--- src/logic/wkb_cfg.svh ---
// Register indices, field positions, reset values and bus codes of the wake bank.
// Behaviour
// - Status bit sets on event, holds until cleared
// - Status records events regardless of any enable
// - Writing one to status bit clears it
// - Writing zero to status bit changes nothing
// - Registers reset only by standby-supply power-on reset
// - Status four bits map pins 30..33,41,43,60,61
// - Status five bits map pins 50 through 57
// - Index nine is reserved, reads zero
// - Enable, status and master enable assert wake
// - Disabled source records status, never asserts wake
// - Enable one: bit0 reserved, bits1-7 named sources
// - Enable two bits map pins 10 through 17
// - Master enable bit0 at index two, default off
`ifndef WKB_CFG_SVH
`define WKB_CFG_SVH
// ------------------------------------------------------------
// Register indices; byte address is four times the index.
// ------------------------------------------------------------
`define WKB_IDX_MASTER 6'h02
`define WKB_IDX_STS4 6'h07
`define WKB_IDX_STS5 6'h08
`define WKB_IDX_RSVD 6'h09
`define WKB_IDX_EN1 6'h0a
`define WKB_IDX_EN2 6'h0b
`define WKB_IDX_IRQ_STS 6'h10
`define WKB_IDX_IRQ_MSK 6'h11
// ------------------------------------------------------------
// Fields, reset values and response codes.
// ------------------------------------------------------------
`define WKB_MASTER_BIT 0
`define WKB_EN1_WR_MASK 8'hfe
`define WKB_RST_BYTE 8'h00
`define WKB_RST_IRQ 3'h0
`define WKB_IRQ_WAKE_BIT 0
`define WKB_IRQ_STS4_BIT 1
`define WKB_IRQ_STS5_BIT 2
`define WKB_RESP_OKAY 2'h0
`define WKB_RESP_SLVERR 2'h2
`endif

--- src/logic/wkb_pkg.sv ---
// Types shared by the wake bank modules.
package wkb_pkg;
  typedef logic [7:0] wkb_byte_t;
  typedef enum logic {WKB_WR_IDLE, WKB_WR_RESP} wkb_wr_state_t;
  typedef enum logic {WKB_RD_IDLE, WKB_RD_RESP} wkb_rd_state_t;
endpackage

--- src/logic/wkb_if.sv ---
// Interface between the bank controller and one sticky status bank.
`timescale 1ns/1ps
interface wkb_if #(parameter int W = 8);
  logic [W-1:0] evt;
  logic [W-1:0] clr;
  logic [W-1:0] sts;
  modport bank (input evt, input clr, output sts);
  modport ctl (output evt, output clr, input sts);
endinterface

--- src/logic/wkb_status.sv ---
// Sticky write-one-to-clear status bank, one flip-flop per bit.
`timescale 1ns/1ps
module wkb_status (
  input wire logic clock,
  input wire logic rst_n,
  wkb_if.bank bus
);
  import wkb_pkg::*;
  localparam int W = $bits(bus.sts);
  logic [W-1:0] sts_reg;
  logic [W-1:0] sts_next;

  // ------------------------------------------------------------
  // Per-bit next value.
  // ------------------------------------------------------------
  // An event in the clearing cycle wins, so no wake is lost to a racing clear.
  genvar i;
  generate
    for (i = 0; i < W; i++) begin : g_bit
      assign sts_next[i] = bus.evt[i] | (sts_reg[i] & ~bus.clr[i]);
    end
  endgenerate

  // Only the standby power-on reset reaches these flops.
  always_ff @(posedge clock or negedge rst_n) begin
    if (!rst_n) begin
      sts_reg <= '0;
    end else begin
      sts_reg <= sts_next;
    end
  end

  assign bus.sts = sts_reg;
endmodule

--- src/logic/wkb_top.sv ---
// Wake event status and enable bank with an AXI4-Lite register slave.
//
// The AXI4-Lite interface to the registers was left to the implementer.
`timescale 1ns/1ps
`include "wkb_cfg.svh"
module wkb_top #(
  parameter int ADDR_W = 8
) (
  input wire logic clock,
  input wire logic rst_n,
  input wire logic [ADDR_W-1:0] s_axi_awaddr,
  input wire logic s_axi_awvalid,
  output logic s_axi_awready,
  input wire logic [31:0] s_axi_wdata,
  input wire logic [3:0] s_axi_wstrb,
  input wire logic s_axi_wvalid,
  output logic s_axi_wready,
  output logic [1:0] s_axi_bresp,
  output logic s_axi_bvalid,
  input wire logic s_axi_bready,
  input wire logic [ADDR_W-1:0] s_axi_araddr,
  input wire logic s_axi_arvalid,
  output logic s_axi_arready,
  output logic [31:0] s_axi_rdata,
  output logic [1:0] s_axi_rresp,
  output logic s_axi_rvalid,
  input wire logic s_axi_rready,
  input wire logic pin_wake_30,
  input wire logic pin_wake_31,
  input wire logic pin_wake_32,
  input wire logic pin_wake_33,
  input wire logic pin_wake_41,
  input wire logic pin_wake_43,
  input wire logic pin_wake_60,
  input wire logic pin_wake_61,
  input wire logic pin_wake_50,
  input wire logic pin_wake_51,
  input wire logic pin_wake_52,
  input wire logic pin_wake_53,
  input wire logic pin_wake_54,
  input wire logic pin_wake_55,
  input wire logic pin_wake_56,
  input wire logic pin_wake_57,
  input wire wkb_pkg::wkb_byte_t status_one_in,
  input wire wkb_pkg::wkb_byte_t status_two_in,
  input wire wkb_pkg::wkb_byte_t enable_four_in,
  input wire wkb_pkg::wkb_byte_t enable_five_in,
  output logic wake_out_n,
  output logic irq
);
  import wkb_pkg::*;

  // ------------------------------------------------------------
  // Declarations.
  // ------------------------------------------------------------
  wkb_wr_state_t wr_st_reg;
  wkb_wr_state_t wr_st_next;
  wkb_rd_state_t rd_st_reg;
  wkb_rd_state_t rd_st_next;
  logic aw_got_reg;
  logic aw_got_next;
  logic w_got_reg;
  logic w_got_next;
  logic [5:0] wr_idx_reg;
  logic [5:0] wr_idx_next;
  wkb_byte_t wdata_reg;
  wkb_byte_t wdata_next;
  logic wstrb_reg;
  logic wstrb_next;
  logic awready_reg;
  logic awready_next;
  logic wready_reg;
  logic wready_next;
  logic bvalid_reg;
  logic bvalid_next;
  logic [1:0] bresp_reg;
  logic [1:0] bresp_next;
  logic arready_reg;
  logic arready_next;
  logic rvalid_reg;
  logic rvalid_next;
  logic [1:0] rresp_reg;
  logic [1:0] rresp_next;
  logic [31:0] rdata_reg;
  logic [31:0] rdata_next;
  logic master_wake_enable_reg;
  logic master_wake_enable_next;
  wkb_byte_t wake_enable_one_reg;
  wkb_byte_t wake_enable_one_next;
  wkb_byte_t wake_enable_two_reg;
  wkb_byte_t wake_enable_two_next;
  logic [2:0] irq_mask_reg;
  logic [2:0] irq_mask_next;
  logic wake_out_n_reg;
  logic wake_out_n_next;
  logic irq_reg;
  logic irq_next;
  logic wr_fire;
  logic wr_lane;
  logic [5:0] rd_idx;
  wkb_byte_t pins_four;
  wkb_byte_t pins_five;
  wkb_byte_t pairs;
  logic wake_any;

  wkb_if #(.W(8)) sts4_if ();
  wkb_if #(.W(8)) sts5_if ();
  wkb_if #(.W(3)) irq_if ();

  // ------------------------------------------------------------
  // Wake sources and status banks.
  // ------------------------------------------------------------
  // Pin order inside each byte is fixed by the register layout.
  assign pins_four = {pin_wake_61, pin_wake_60, pin_wake_43, pin_wake_41,
                      pin_wake_33, pin_wake_32, pin_wake_31, pin_wake_30};
  assign pins_five = {pin_wake_57, pin_wake_56, pin_wake_55, pin_wake_54,
                      pin_wake_53, pin_wake_52, pin_wake_51, pin_wake_50};

  // A write strobe on the low lane turns the written ones into clear pulses.
  assign wr_fire = (wr_st_reg == WKB_WR_IDLE) && aw_got_reg && w_got_reg;
  assign wr_lane = wr_fire && wstrb_reg;
  assign sts4_if.evt = pins_four;
  assign sts4_if.clr = (wr_lane && wr_idx_reg == `WKB_IDX_STS4) ? wdata_reg : 8'h00;
  assign sts5_if.evt = pins_five;
  assign sts5_if.clr = (wr_lane && wr_idx_reg == `WKB_IDX_STS5) ? wdata_reg : 8'h00;

  // Interrupt events: a new wake assertion and any pin event per bank.
  assign irq_if.evt = {|pins_five, |pins_four, wake_any & wake_out_n_reg};
  assign irq_if.clr = (wr_lane && wr_idx_reg == `WKB_IDX_IRQ_STS) ? wdata_reg[2:0] : 3'h0;

  wkb_status u_sts4 (
    .clock(clock),
    .rst_n(rst_n),
    .bus(sts4_if.bank)
  );

  wkb_status u_sts5 (
    .clock(clock),
    .rst_n(rst_n),
    .bus(sts5_if.bank)
  );

  wkb_status u_irq_sts (
    .clock(clock),
    .rst_n(rst_n),
    .bus(irq_if.bank)
  );

  // ------------------------------------------------------------
  // Wake output and interrupt.
  // ------------------------------------------------------------
  // Statuses one and two live elsewhere; only their enables are held here.
  assign pairs = (sts4_if.sts & enable_four_in) | (sts5_if.sts & enable_five_in) |
                 (status_one_in & wake_enable_one_reg) |
                 (status_two_in & wake_enable_two_reg);
  assign wake_any = (|pairs) && master_wake_enable_reg;

  always_comb begin
    wake_out_n_next = ~wake_any;
    irq_next = |(irq_if.sts & irq_mask_reg);
  end

  // Output flops keep the pins free of decode glitches.
  always_ff @(posedge clock or negedge rst_n) begin
    if (!rst_n) begin
      wake_out_n_reg <= 1'b1;
      irq_reg <= 1'b0;
    end else begin
      wake_out_n_reg <= wake_out_n_next;
      irq_reg <= irq_next;
    end
  end

  // ------------------------------------------------------------
  // Write channel and register updates.
  // ------------------------------------------------------------
  // Address and data are taken in either order; the write happens once both are held.
  always_comb begin
    wr_st_next = wr_st_reg;
    aw_got_next = aw_got_reg;
    w_got_next = w_got_reg;
    wr_idx_next = wr_idx_reg;
    wdata_next = wdata_reg;
    wstrb_next = wstrb_reg;
    bvalid_next = bvalid_reg;
    bresp_next = bresp_reg;
    master_wake_enable_next = master_wake_enable_reg;
    wake_enable_one_next = wake_enable_one_reg;
    wake_enable_two_next = wake_enable_two_reg;
    irq_mask_next = irq_mask_reg;
    if (s_axi_awvalid && awready_reg) begin
      aw_got_next = 1'b1;
      wr_idx_next = s_axi_awaddr[7:2];
    end
    if (s_axi_wvalid && wready_reg) begin
      w_got_next = 1'b1;
      wdata_next = s_axi_wdata[7:0];
      wstrb_next = s_axi_wstrb[0];
    end
    case (wr_st_reg)
      WKB_WR_IDLE: begin
        if (wr_fire) begin
          aw_got_next = 1'b0;
          w_got_next = 1'b0;
          bvalid_next = 1'b1;
          bresp_next = `WKB_RESP_OKAY;
          case (wr_idx_reg)
            `WKB_IDX_MASTER: begin
              if (wstrb_reg) begin
                master_wake_enable_next = wdata_reg[`WKB_MASTER_BIT];
              end
            end
            `WKB_IDX_EN1: begin
              if (wstrb_reg) begin
                wake_enable_one_next = wdata_reg & `WKB_EN1_WR_MASK;
              end
            end
            `WKB_IDX_EN2: begin
              if (wstrb_reg) begin
                wake_enable_two_next = wdata_reg;
              end
            end
            `WKB_IDX_IRQ_MSK: begin
              if (wstrb_reg) begin
                irq_mask_next = wdata_reg[2:0];
              end
            end
            `WKB_IDX_STS4, `WKB_IDX_STS5, `WKB_IDX_IRQ_STS, `WKB_IDX_RSVD: begin
              bresp_next = `WKB_RESP_OKAY;
            end
            default: begin
              bresp_next = `WKB_RESP_SLVERR;
            end
          endcase
          wr_st_next = WKB_WR_RESP;
        end
      end
      WKB_WR_RESP: begin
        if (s_axi_bready) begin
          bvalid_next = 1'b0;
          wr_st_next = WKB_WR_IDLE;
        end
      end
      default: begin
        wr_st_next = WKB_WR_IDLE;
      end
    endcase
    awready_next = (wr_st_next == WKB_WR_IDLE) && !aw_got_next;
    wready_next = (wr_st_next == WKB_WR_IDLE) && !w_got_next;
  end

  // Standby power-on reset is the only reset of this bank.
  always_ff @(posedge clock or negedge rst_n) begin
    if (!rst_n) begin
      wr_st_reg <= WKB_WR_IDLE;
      aw_got_reg <= 1'b0;
      w_got_reg <= 1'b0;
      wr_idx_reg <= 6'h00;
      wdata_reg <= `WKB_RST_BYTE;
      wstrb_reg <= 1'b0;
      awready_reg <= 1'b0;
      wready_reg <= 1'b0;
      bvalid_reg <= 1'b0;
      bresp_reg <= `WKB_RESP_OKAY;
      master_wake_enable_reg <= 1'b0;
      wake_enable_one_reg <= `WKB_RST_BYTE;
      wake_enable_two_reg <= `WKB_RST_BYTE;
      irq_mask_reg <= `WKB_RST_IRQ;
    end else begin
      wr_st_reg <= wr_st_next;
      aw_got_reg <= aw_got_next;
      w_got_reg <= w_got_next;
      wr_idx_reg <= wr_idx_next;
      wdata_reg <= wdata_next;
      wstrb_reg <= wstrb_next;
      awready_reg <= awready_next;
      wready_reg <= wready_next;
      bvalid_reg <= bvalid_next;
      bresp_reg <= bresp_next;
      master_wake_enable_reg <= master_wake_enable_next;
      wake_enable_one_reg <= wake_enable_one_next;
      wake_enable_two_reg <= wake_enable_two_next;
      irq_mask_reg <= irq_mask_next;
    end
  end

  // ------------------------------------------------------------
  // Read channel.
  // ------------------------------------------------------------
  // Data are captured at the address handshake, so rdata stays stable under back-pressure.
  assign rd_idx = s_axi_araddr[7:2];

  always_comb begin
    rd_st_next = rd_st_reg;
    rvalid_next = rvalid_reg;
    rresp_next = rresp_reg;
    rdata_next = rdata_reg;
    arready_next = arready_reg;
    case (rd_st_reg)
      WKB_RD_IDLE: begin
        arready_next = 1'b1;
        if (s_axi_arvalid && arready_reg) begin
          rvalid_next = 1'b1;
          arready_next = 1'b0;
          rresp_next = `WKB_RESP_OKAY;
          rdata_next = 32'h0000_0000;
          rd_st_next = WKB_RD_RESP;
          case (rd_idx)
            `WKB_IDX_MASTER: rdata_next[`WKB_MASTER_BIT] = master_wake_enable_reg;
            `WKB_IDX_STS4: rdata_next[7:0] = sts4_if.sts;
            `WKB_IDX_STS5: rdata_next[7:0] = sts5_if.sts;
            `WKB_IDX_RSVD: rdata_next = 32'h0000_0000;
            `WKB_IDX_EN1: rdata_next[7:0] = wake_enable_one_reg;
            `WKB_IDX_EN2: rdata_next[7:0] = wake_enable_two_reg;
            `WKB_IDX_IRQ_STS: rdata_next[2:0] = irq_if.sts;
            `WKB_IDX_IRQ_MSK: rdata_next[2:0] = irq_mask_reg;
            default: rresp_next = `WKB_RESP_SLVERR;
          endcase
        end
      end
      WKB_RD_RESP: begin
        if (s_axi_rready) begin
          rvalid_next = 1'b0;
          arready_next = 1'b1;
          rd_st_next = WKB_RD_IDLE;
        end
      end
      default: begin
        rd_st_next = WKB_RD_IDLE;
      end
    endcase
  end

  // Read state registers.
  always_ff @(posedge clock or negedge rst_n) begin
    if (!rst_n) begin
      rd_st_reg <= WKB_RD_IDLE;
      rvalid_reg <= 1'b0;
      rresp_reg <= `WKB_RESP_OKAY;
      rdata_reg <= 32'h0000_0000;
      arready_reg <= 1'b0;
    end else begin
      rd_st_reg <= rd_st_next;
      rvalid_reg <= rvalid_next;
      rresp_reg <= rresp_next;
      rdata_reg <= rdata_next;
      arready_reg <= arready_next;
    end
  end

  // ------------------------------------------------------------
  // Port drive.
  // ------------------------------------------------------------
  assign s_axi_awready = awready_reg;
  assign s_axi_wready = wready_reg;
  assign s_axi_bvalid = bvalid_reg;
  assign s_axi_bresp = bresp_reg;
  assign s_axi_arready = arready_reg;
  assign s_axi_rvalid = rvalid_reg;
  assign s_axi_rresp = rresp_reg;
  assign s_axi_rdata = rdata_reg;
  assign wake_out_n = wake_out_n_reg;
  assign irq = irq_reg;
endmodule

--- config.mk ---
export PLATFORM = sky130hd
export DESIGN_NAME = wkb_top
export DESIGN_NICKNAME = d
export VERILOG_FILES = /design/src/logic/wkb_pkg.sv /design/src/logic/wkb_if.sv /design/src/logic/wkb_status.sv /design/src/logic/wkb_top.sv
export VERILOG_INCLUDE_DIRS = /design/src /design/src/logic
export SDC_FILE = /design/constraint.sdc
export NUM_CORES = 1
export LEC_CHECK = 0
export CORE_MARGIN = 2
export CORE_UTILIZATION = 45
export CTS_CLUSTER_SIZE = 10
export DETAILED_ROUTE_END_ITERATION = 10
export DONT_BUFFER_PORTS = 1
export GPL_TIMING_DRIVEN = 0
export PLACE_DENSITY = 0.61
export SYNTH_ARGS = -nofsm -noshare
export SYNTH_HDL_FRONTEND = slang
export SYNTH_SLANG_ARGS = --single-unit
--- constraint.sdc ---
create_clock -name clock -period 2 [get_ports clock]
set_input_delay 0.3 -clock clock [delete_from_list [all_inputs] [get_ports clock]]
set_output_delay 0.3 -clock clock [all_outputs]
set_load 0.01 [all_outputs]
==> results of run 1 <==
[routing by layer]
metal  up-vias  wire, um  GRT usage (%)
li1       1185         -              -
met1      1215      3720           28.1
met2       105      3970           31.5
met3        14       856           7.01
met4         0       156           5.88
met5         -         0              0
[synthesized netlist by cell type (all sizes together)]
| cell | instances | share of area [%] |
|---|---|---|
| a21o | 18 | 3.8 |
| nand2b | 2 | 0.35 |
| or3 | 1 | 0.17 |
| nand3b | 2 | 0.77 |
| a32o | 1 | 0.28 |
| nor2 | 11 | 1.2 |
| and4 | 1 | 0.24 |
| o31a | 1 | 0.24 |
| o21ai | 10 | 1.4 |
| and3 | 1 | 0.17 |
| and2 | 2 | 0.35 |
| dfstp | 1 | 0.73 |
| a31oi | 1 | 0.17 |
| dfrtp | 73 | 51 |
| a2bb2oi | 1 | 0.24 |
| a211oi | 2 | 0.42 |
| conb | 1 | 0.10 |
| o2bb2ai | 1 | 0.24 |
| nor3b | 1 | 0.52 |
| nand4b | 2 | 0.49 |
| or2 | 1 | 0.17 |
| a21oi | 4 | 0.56 |
| nand4 | 1 | 0.17 |
| mux2 | 44 | 14 |
| o221ai | 1 | 0.24 |
| a22o | 10 | 2.4 |
| nand3 | 6 | 0.97 |
| clkbuf | 5 | 0.52 |
| a221oi | 2 | 0.66 |
| nor4 | 5 | 0.87 |
| nor3 | 5 | 0.84 |
| nand2 | 46 | 4.8 |
| a222oi | 4 | 1.1 |
| a22oi | 15 | 3.1 |
| or4 | 1 | 0.21 |
| inv | 3 | 0.31 |
| nor4b | 1 | 0.42 |
| buf | 27 | 5.6 |
| nor2b | 3 | 0.52 |
[metrics by stage]
step / area, um^2 / std cells / hold WS [ps] / TNS, ps / utilization, %
after detailed placement: 3820 / 444 / 8.17 / -41.2 / 49.4
after CTS: 4010 / 459 / -359 / 0 / 51.9
final: 4020 / 459 / -349 / 0 / 52.0
after floorplan: 3690 / 342 / 4.41 / 0 / -
after global placement: 3820 / 444 / 7.16 / -24.6 / 49.4
after global routing: 4020 / 459 / -368 / 0 / 52.0
[path summary, 6_finish.rpt]
path | from | to | slack, ps | depth (start not counted)
max | wake_enable_two_reg[2] | u_irq_sts.bus.sts[0] | 70 | 5
min | rst_n | s_axi_rvalid | -350 | 0
min in group clock | s_axi_awvalid | s_axi_awready | 40 | 1
min reg2reg | master_wake_enable_reg | wake_out_n | 470 | 1
max in group asynchronous | rst_n | wake_out_n | 2150 | 0
max reg2reg | wake_enable_two_reg[2] | u_irq_sts.bus.sts[0] | 70 | 5
[worst max-delay path, cell delays in order, from the launching register on]
cell and delay [ps]:
dfrtp_1 410, a22o_1 220, a221oi_2 210, nand3_1 130
or4_4 570, a32o_1 270
[report_power, final]
part           leakage (nW)  total, mW  internal [mW]  switching [mW]
logic                 0.760      0.986          0.540           0.446
registers             0.873       2.35           1.90           0.454
clock network        0.0941       1.14          0.599           0.540
total                  1.73       4.48           3.04            1.44
[what timing repair did]
item	4_1_cts	5_1_grt
endpoints found under the hold margin	74	74
setup endpoints to repair	0	1
setup buffers	0	0
gates resized for setup	0	2
[cells by family after synthesis]
| family | count (synthesis) |
|---|---|
| simple gates | 92 |
| flops | 74 |
| compound gates | 71 |
| mux | 44 |
| buf+inv | 35 |
| other cells | 1 |
[layout make-up]
type / count / area, um^2
plain buffers: 32 / 219
clock buffers: 10 / 138
clock inverters: 5 / 55.1
fillers: 687 / 3710
inverters: 3 / 11.3
multi-input cells: 233 / 1610
flip-flops and latches: 74 / 1850
well taps: 102 / 128
==> results.cfg, run 1 <==
[synth]
synth_xor_area_share_pct = 0
synth_top_family_by_area = compound AO/OA/AOI/OAI gates
synth_cells = 317
seq_area_frac_synth_pct = 51.5
avgSynthCellArea_um2 = 11.3
synthSimpleGateAreaFrac_pct = 13.3
ys_warn_count = 0
synthesis.area_um2 = 3590
synth_cell_types = 45
synth_compound_area_share_pct = 14.9
yosys-mux-area-fraction_pct = 13.8
synthAdderAreaFrac_pct = 0
ys_ff_latch = 74

[setup_path]
timing_worst_setup_path_type = reg2reg
end_kind = register
cp_data_required_time_ps = 2230
path_max_fanout = 3
crit_arrival_ps = 2150
setup.worst_path.start_class = register

[die]
start_util_pct = 46.5
die_h_um = 93.4
io_pins = 150
row_count = 32
die_x_um = 93.4
coreArea_um2 = 7730
dieArea_um2 = 8720

[routing]
ant_nets = 0
drc = 0
via_count = 2519
drt_iter0_markers = 130
wire_per_inst_um = 19.0
viasPerCell = 5.49
wirelength_um = 8700
dr.pass1.iters = 5

[clocking]
cts_buffer_depth = 2
clk_pin_slew_worst_paths_ps = 70
clk_latency_ps = 340
numClockSinks = 74
cts_max_level = 3
cts_buffers = 9
cts_tree = yes
cts-root-buf = clkbuf_8

[sta]
rsz0062_at_grt = false
fin_hold_ws_ps = -349
maxSlewViolCount = 0
period_needed_ps = 1930
finalSetupViolations = 0
fmax_mhz = 519
tightest_slew_ps = 588
worst_slack_ps = 74.0
final-hold-violation-count = 74
period_share_pct = 96.3
clock_skew_ps = 7.39
slew_headroom_pct = 60.6

[global_route]
grt_util_all_layers_pct = 20.7
antenna_found_initial = 0
first_global_vias = 2581
grt_overflow = 0
grt_max_degree = 75
grt_pass1_wl_um = 13700

[worst_hold_path]
hp-class = in2async

[cells_and_area]
antenna_cells = 0
areaGrowthSynthToFinish_pct = 11.8
layout_common_cells = dfrtp_1, nand2_1, mux2_2
drive_gt1_share_pct = 27.2
layout_commonest_cell = dfrtp_1
fin_nets = 460

[place]
dp_slack_ps = -22.0
port_buffers = 0
gp_congestion = 0.868
dp_hpwl_um = 6690

[power_and_ir_drop]
vdd_ir_drop_max_mv = 0.630
leakage_nw = 1.73
finalPower_mw = 4.48
powerDensity_nw_per_um2 = 1110

[flow_run]
cap_violations = 0

[status]
violations = negative hold slack
status = finished, violations left
No activity file was read; power rests on OpenSTA's default activity.
==> run 2, diff against run 1 <==
Settings changed: CTS_CLUSTER_DIAMETER set to 30, SYNTH_HIERARCHICAL set to 1.
==> run 2 against run 1 <==
The run still ends with negative hold slack left. Critical path depth is the same. Clock-buffer cell count is the same. Routed wire length grew 3.7%. Synthesized cell count grew 6.3%. Via count grew 4.4%. Utilization shrank 0.17 points. Setup slack gained 96 ps. Critical path type unchanged. Largest cell class unchanged. Largest power group unchanged.
==> results.cfg, run 2 <==
[cells_and_area]
areaGrowthSynthToFinish_pct = 12.0
layout_commonest_cell = dfrtp_1
fin_nets = 480
fin_cells = 483
layout_common_cells = dfrtp_1, mux2_2, buf_4, conb_1, inv_1
fin_area_um2 = 4240
antenna_cells = 0
final_util_pct = 51.8
drive_gt1_share_pct = 22.5

[sta]
period_needed_ps = 1830
maxSlewViolCount = 0
period_share_pct = 91.5
tightest_slew_ps = 563
clock_skew_ps = 11.1
fin_hold_ws_ps = -366
slew_headroom_pct = 61.5
finalSetupViolations = 0
rsz0062_at_grt = false
fmax_mhz = 546
timing.setup.tns_ps = 0
final-hold-violation-count = 74

[synth]
yosysTopAreaCell = dfrtp_1
synth_edf_count = 0
ys_warn_count = 6
yosysTopAreaCellShare_pct = 48.3
avgSynthCellArea_um2 = 11.2
async_flop_share_pct = 100
ys_ff_latch = 74
ys.flop_type = dfrtp_1
synth_cells = 337
synth_cell_types = 50
synth_most_common_cell = dfrtp_1
seq_area_frac_synth_pct = 49.0
netlist_top_cells_area = dfrtp_1, mux2_2, buf_4
synth_common_cells = dfrtp_1, mux2_2, buf_4, inv_1, a21o_1
synthesis.area_um2 = 3780

[status]
violations = negative hold slack
status = finished, violations left

[routing]
wire_per_inst_um = 18.7
top_layer_used = met4
via_count = 2629
ant_nets = 0
wl_met3_um = 841
drt-met1-wl_um = 3920
viasPerCell = 5.44
dr_wl_met2_um = 4000
drc = 0
wirelength_um = 9030
drt_iter0_markers = 122
dr.pass1.iters = 4

[clocking]
numClockSinks = 74
cts_tree = yes
postCtsSetupRepairBufs = 0
ctsResizeCount = 0
cts_buffer_depth = 2
clk_latency_ps = 350
cts_buffers = 9
cts_max_level = 3
clk_pin_slew_worst_paths_ps = 80
cts-root-buf = clkbuf_8

[power_and_ir_drop]
leakage_nw = 1.89
p_sw_share_pct = 31.2
finalPower_mw = 4.51
vdd_ir_drop_max_mv = 0.817
seqPwrFrac_pct = 52.5
power_frac_clock_pct = 29.5
internal_power_mw = 3.11
powerDensity_nw_per_um2 = 1070
p_switching_mw = 1.41
p_comb_share_pct = 18.0

[flow_run]
cap_violations = 0

[setup_path]
regToRegSetupSlack_ps = 170
cp-startpoint = wr_st_reg
r2r_start = wr_st_reg
timing_worst_setup_path_type = reg2reg
setup.worst_path.start_class = register
crit_arrival_ps = 2060
path_max_fanout = 7
end_kind = register
cp_data_required_time_ps = 2230

[die]
dieArea_um2 = 9160
die_h_um = 95.7
io_pins = 150
die_x_um = 95.7
start_util_pct = 46.3
coreArea_um2 = 8180
row_count = 33

[place]
port_buffers = 0
gp_congestion = 0.940
placed_cells = 467
postPlaceCellArea_um2 = 4010
dp_hpwl_um = 7040

[worst_hold_path]
hp-class = in2async

[global_route]
antenna_found_initial = 0
grt_max_degree = 75
first_global_vias = 2492
grt_overflow = 0
grt_pass1_wl_um = 13700
grt_util_all_layers_pct = 20.5
## run 2: cell count changes after synthesis, sizes merged, moves of 10 or more
cell,change
a22oi,-15
and2,+15
inv,+21
mux2,-10
nand2,-34
## run 2: through the flow
step / hold WS [ps] / worst slack, ps
2_1_floorplan: 4.41 / 386
3_3_place_gp: 6.95 / 196
3_5_place_dp: 6.43 / 153
4_1_cts: -375 / 146
5_1_grt: -388 / 38.5
6_report: -366 / 170
## run 2: layer usage
metal | GRT usage (%) | vias to the layer above
li1 | - | 1245
met1 | 28.3 | 1237
met2 | 30.2 | 128
met3 | 5.95 | 19
met4 | 8.93 | 0
met5 | 0 | -
## run 2: logic make-up (layout without fill, tap and decap cells)
family                 after synthesis  after routing  share of synthesized area [%]
other                                1             26                         0.0991
flip-flops                          74             74                           49.0
XOR/XNOR                             1              1                          0.232
AO/OA/AOI/OAI                       71             71                           14.6
multiplexers                        42             42                           12.2
AND/OR/NAND/NOR                     89             89                           14.9
buffers and inverters               59             75                           8.90
## run 2: path summary, 6_finish.rpt
kind,to,cells past startpoint
worst max-delay path,wake_enable_one_reg[2],5
worst min-delay path,s_axi_rdata[7],0
worst max register to register,wake_enable_one_reg[2],5
worst min register to register,s_axi_arready,1
max in group asynchronous,wake_out_n,0
min in group clock,u_sts4/bus.sts[6],1
## run 2: critical path, cell delays in order, from the launching register on
cell and delay, ps:
dfrtp_1 410, nand3b_1 230, nor3b_2 340, and3_1 200
buf_2 200, mux2_1 340
## run 2: final cells by class
cell class              instances  area, um^2
fillers                       741        3940
inverters                      24        90.1
well taps                     105         131
plain buffers                  35         246
clock buffers                  10         138
clock inverters                 6        90.1
multi-input cells             229        1690
flip-flops and latches         74        1850
## run 2: power by group through the flow
stage	registers, mW	logic [mW]	clock network [mW]
after floorplan	2.23	0.713	0
after global placement	2.39	0.795	0
after detailed placement	2.40	0.814	0
after CTS	2.37	0.818	1.35
after global routing	2.44	0.904	1.42
final	2.37	0.811	1.33
==> run 3, diff against run 2 <==
Settings changed: CORE_UTILIZATION 45 to 62, PLACE_DENSITY 0.61 to 0.79.
==> run 3 against run 2 <==
The flow still finishes with violations (negative hold slack). Via count is 2.5% higher. First-iteration DRC count is 26% higher. Cell count shrank 6.2%. Register-to-register slack about the same. Combinational power up 2%. Worst hold slack gained 1.6 ps. Clock skew is 4.8 ps lower. Sequential power is essentially flat. Setup slack got worse by 4.9 ps. Final area down 0.95%. Clock power about the same. Total power decreased by 0.24%. Critical path type unchanged.
==> results.cfg, run 3 (same netlist as run 2, synthesis figures left out) <==
[status]
status = finished, violations left
violations = negative hold slack

[sta]
maxSlewViolCount = 0
period_share_pct = 91.8
finalSetupViolations = 0
timing.setup.tns_ps = 0
final-hold-violation-count = 74
period_needed_ps = 1840
worst_slack_ps = 165
tightest_slew_ps = 574
slew_headroom_pct = 60.7
fmax_mhz = 545
clock_skew_ps = 6.28
rsz0062_at_grt = false
fin_hold_ws_ps = -365

[die]
die_x_um = 82.1
io_pins = 150
row_count = 28
start_util_pct = 63.9
dieArea_um2 = 6740
die_h_um = 82.1
coreArea_um2 = 5920

[flow_run]
cap_violations = 0

[place]
gp_congestion = 0.869
dp_slack_ps = 169
dp_hpwl_um = 6790
port_buffers = 0

[setup_path]
regToRegSetupSlack_ps = 160
slowest_delay_ps = 420
crit_chain = nand3b_1 > nor3b_2 > and3_1 > buf_2 > mux2_1
end_kind = register
crit_slowest_cell = dfrtp_1
cp-startpoint = wr_st_reg
crit_arrival_ps = 2070
r2r_start = wr_st_reg
r2r-end = wake_enable_one_reg[1]
setup.worst_path.start_class = register
path_max_fanout = 7
critPathTopFamily = simple AND/OR/NAND/NOR gates
ff2ff_path_depth = 5
timing_worst_setup_path_type = reg2reg
cp_data_required_time_ps = 2230
crit_buf_inv = 1

[routing]
drc = 0
ant_nets = 0
wire_per_inst_um = 19.5
wirelength_um = 8840
via_count = 2696
drt_iter0_markers = 154
dr.pass1.iters = 5
viasPerCell = 5.95

[worst_hold_path]
hp-class = in2async

[clocking]
clk_latency_ps = 350
postCtsSetupRepairBufs = 0
ctsResizeCount = 0
cts_tree = yes
cts_buffers = 9
numClockSinks = 74
cts_max_level = 3
cts-root-buf = clkbuf_8
clk_pin_slew_worst_paths_ps = 80
cts_buffer_depth = 2

[power_and_ir_drop]
leakage_nw = 1.88
vdd_ir_drop_max_mv = 0.866
finalPower_mw = 4.50
powerDensity_nw_per_um2 = 1070

[cells_and_area]
layout_commonest_cell = dfrtp_1
antenna_cells = 0
drive_gt1_share_pct = 22.5
areaGrowthSynthToFinish_pct = 10.9
fin_nets = 480
layout_common_cells = dfrtp_1, mux2_2, buf_4, conb_1, inv_1

[global_route]
grt_util_all_layers_pct = 26.9
grt_overflow = 0
first_global_vias = 2589
grt_pass1_wl_um = 12900
antenna_found_initial = 0
grt_max_degree = 75
[run 3: final cells by class]
type                       instances  area, um^2
tap                               75        93.8
clock buffer                       9         124
multi-input combinational        229        1690
buffer                            35         246
fill                             421        1720
clock inverter                     7         101
sequential                        74        1850
inverter                          24        90.1
[run 3: per-layer routing]
metal  share of wire, %  wire, um  global-route usage [%]
met2                 48      4270                    43.0
met4                2.5       223                    11.7
met5                  0         0                       0
met1                 41      3590                    33.6
met3                8.5       755                    8.80
[run 3: how the worst max path moves through the flow]
| stage | endpoint | slack [ps] | depth (start not counted) |
|---|---|---|---|
| after floorplan | wake_enable_one_reg[1] | 390 | 5 |
| after global placement | u_sts5/bus.sts[7] | 210 | 6 |
| after detailed placement | wake_enable_one_reg[3] | 170 | 5 |
| after CTS | wake_enable_one_reg[3] | 170 | 5 |
| after global routing | u_sts5/bus.sts[3] | 50 | 6 |
| final | wake_enable_one_reg[1] | 160 | 5 |
[run 3: stage by stage]
step | hold WS, ps | std cells | util (%) | instance area, um^2
floorplan | 4.41 | 362 | - | 3880
global placement | 6.20 | 437 | 67.1 | 3970
detailed placement | 6.12 | 437 | 67.1 | 3970
CTS | -374 | 453 | 70.9 | 4200
global route | -388 | 453 | 70.9 | 4200
finish | -365 | 453 | 70.9 | 4200
[run 3: power breakdown]
part	switching (mW)	internal, mW
Combinational	0.349	0.479
Sequential	0.486	1.89
Clock	0.590	0.713
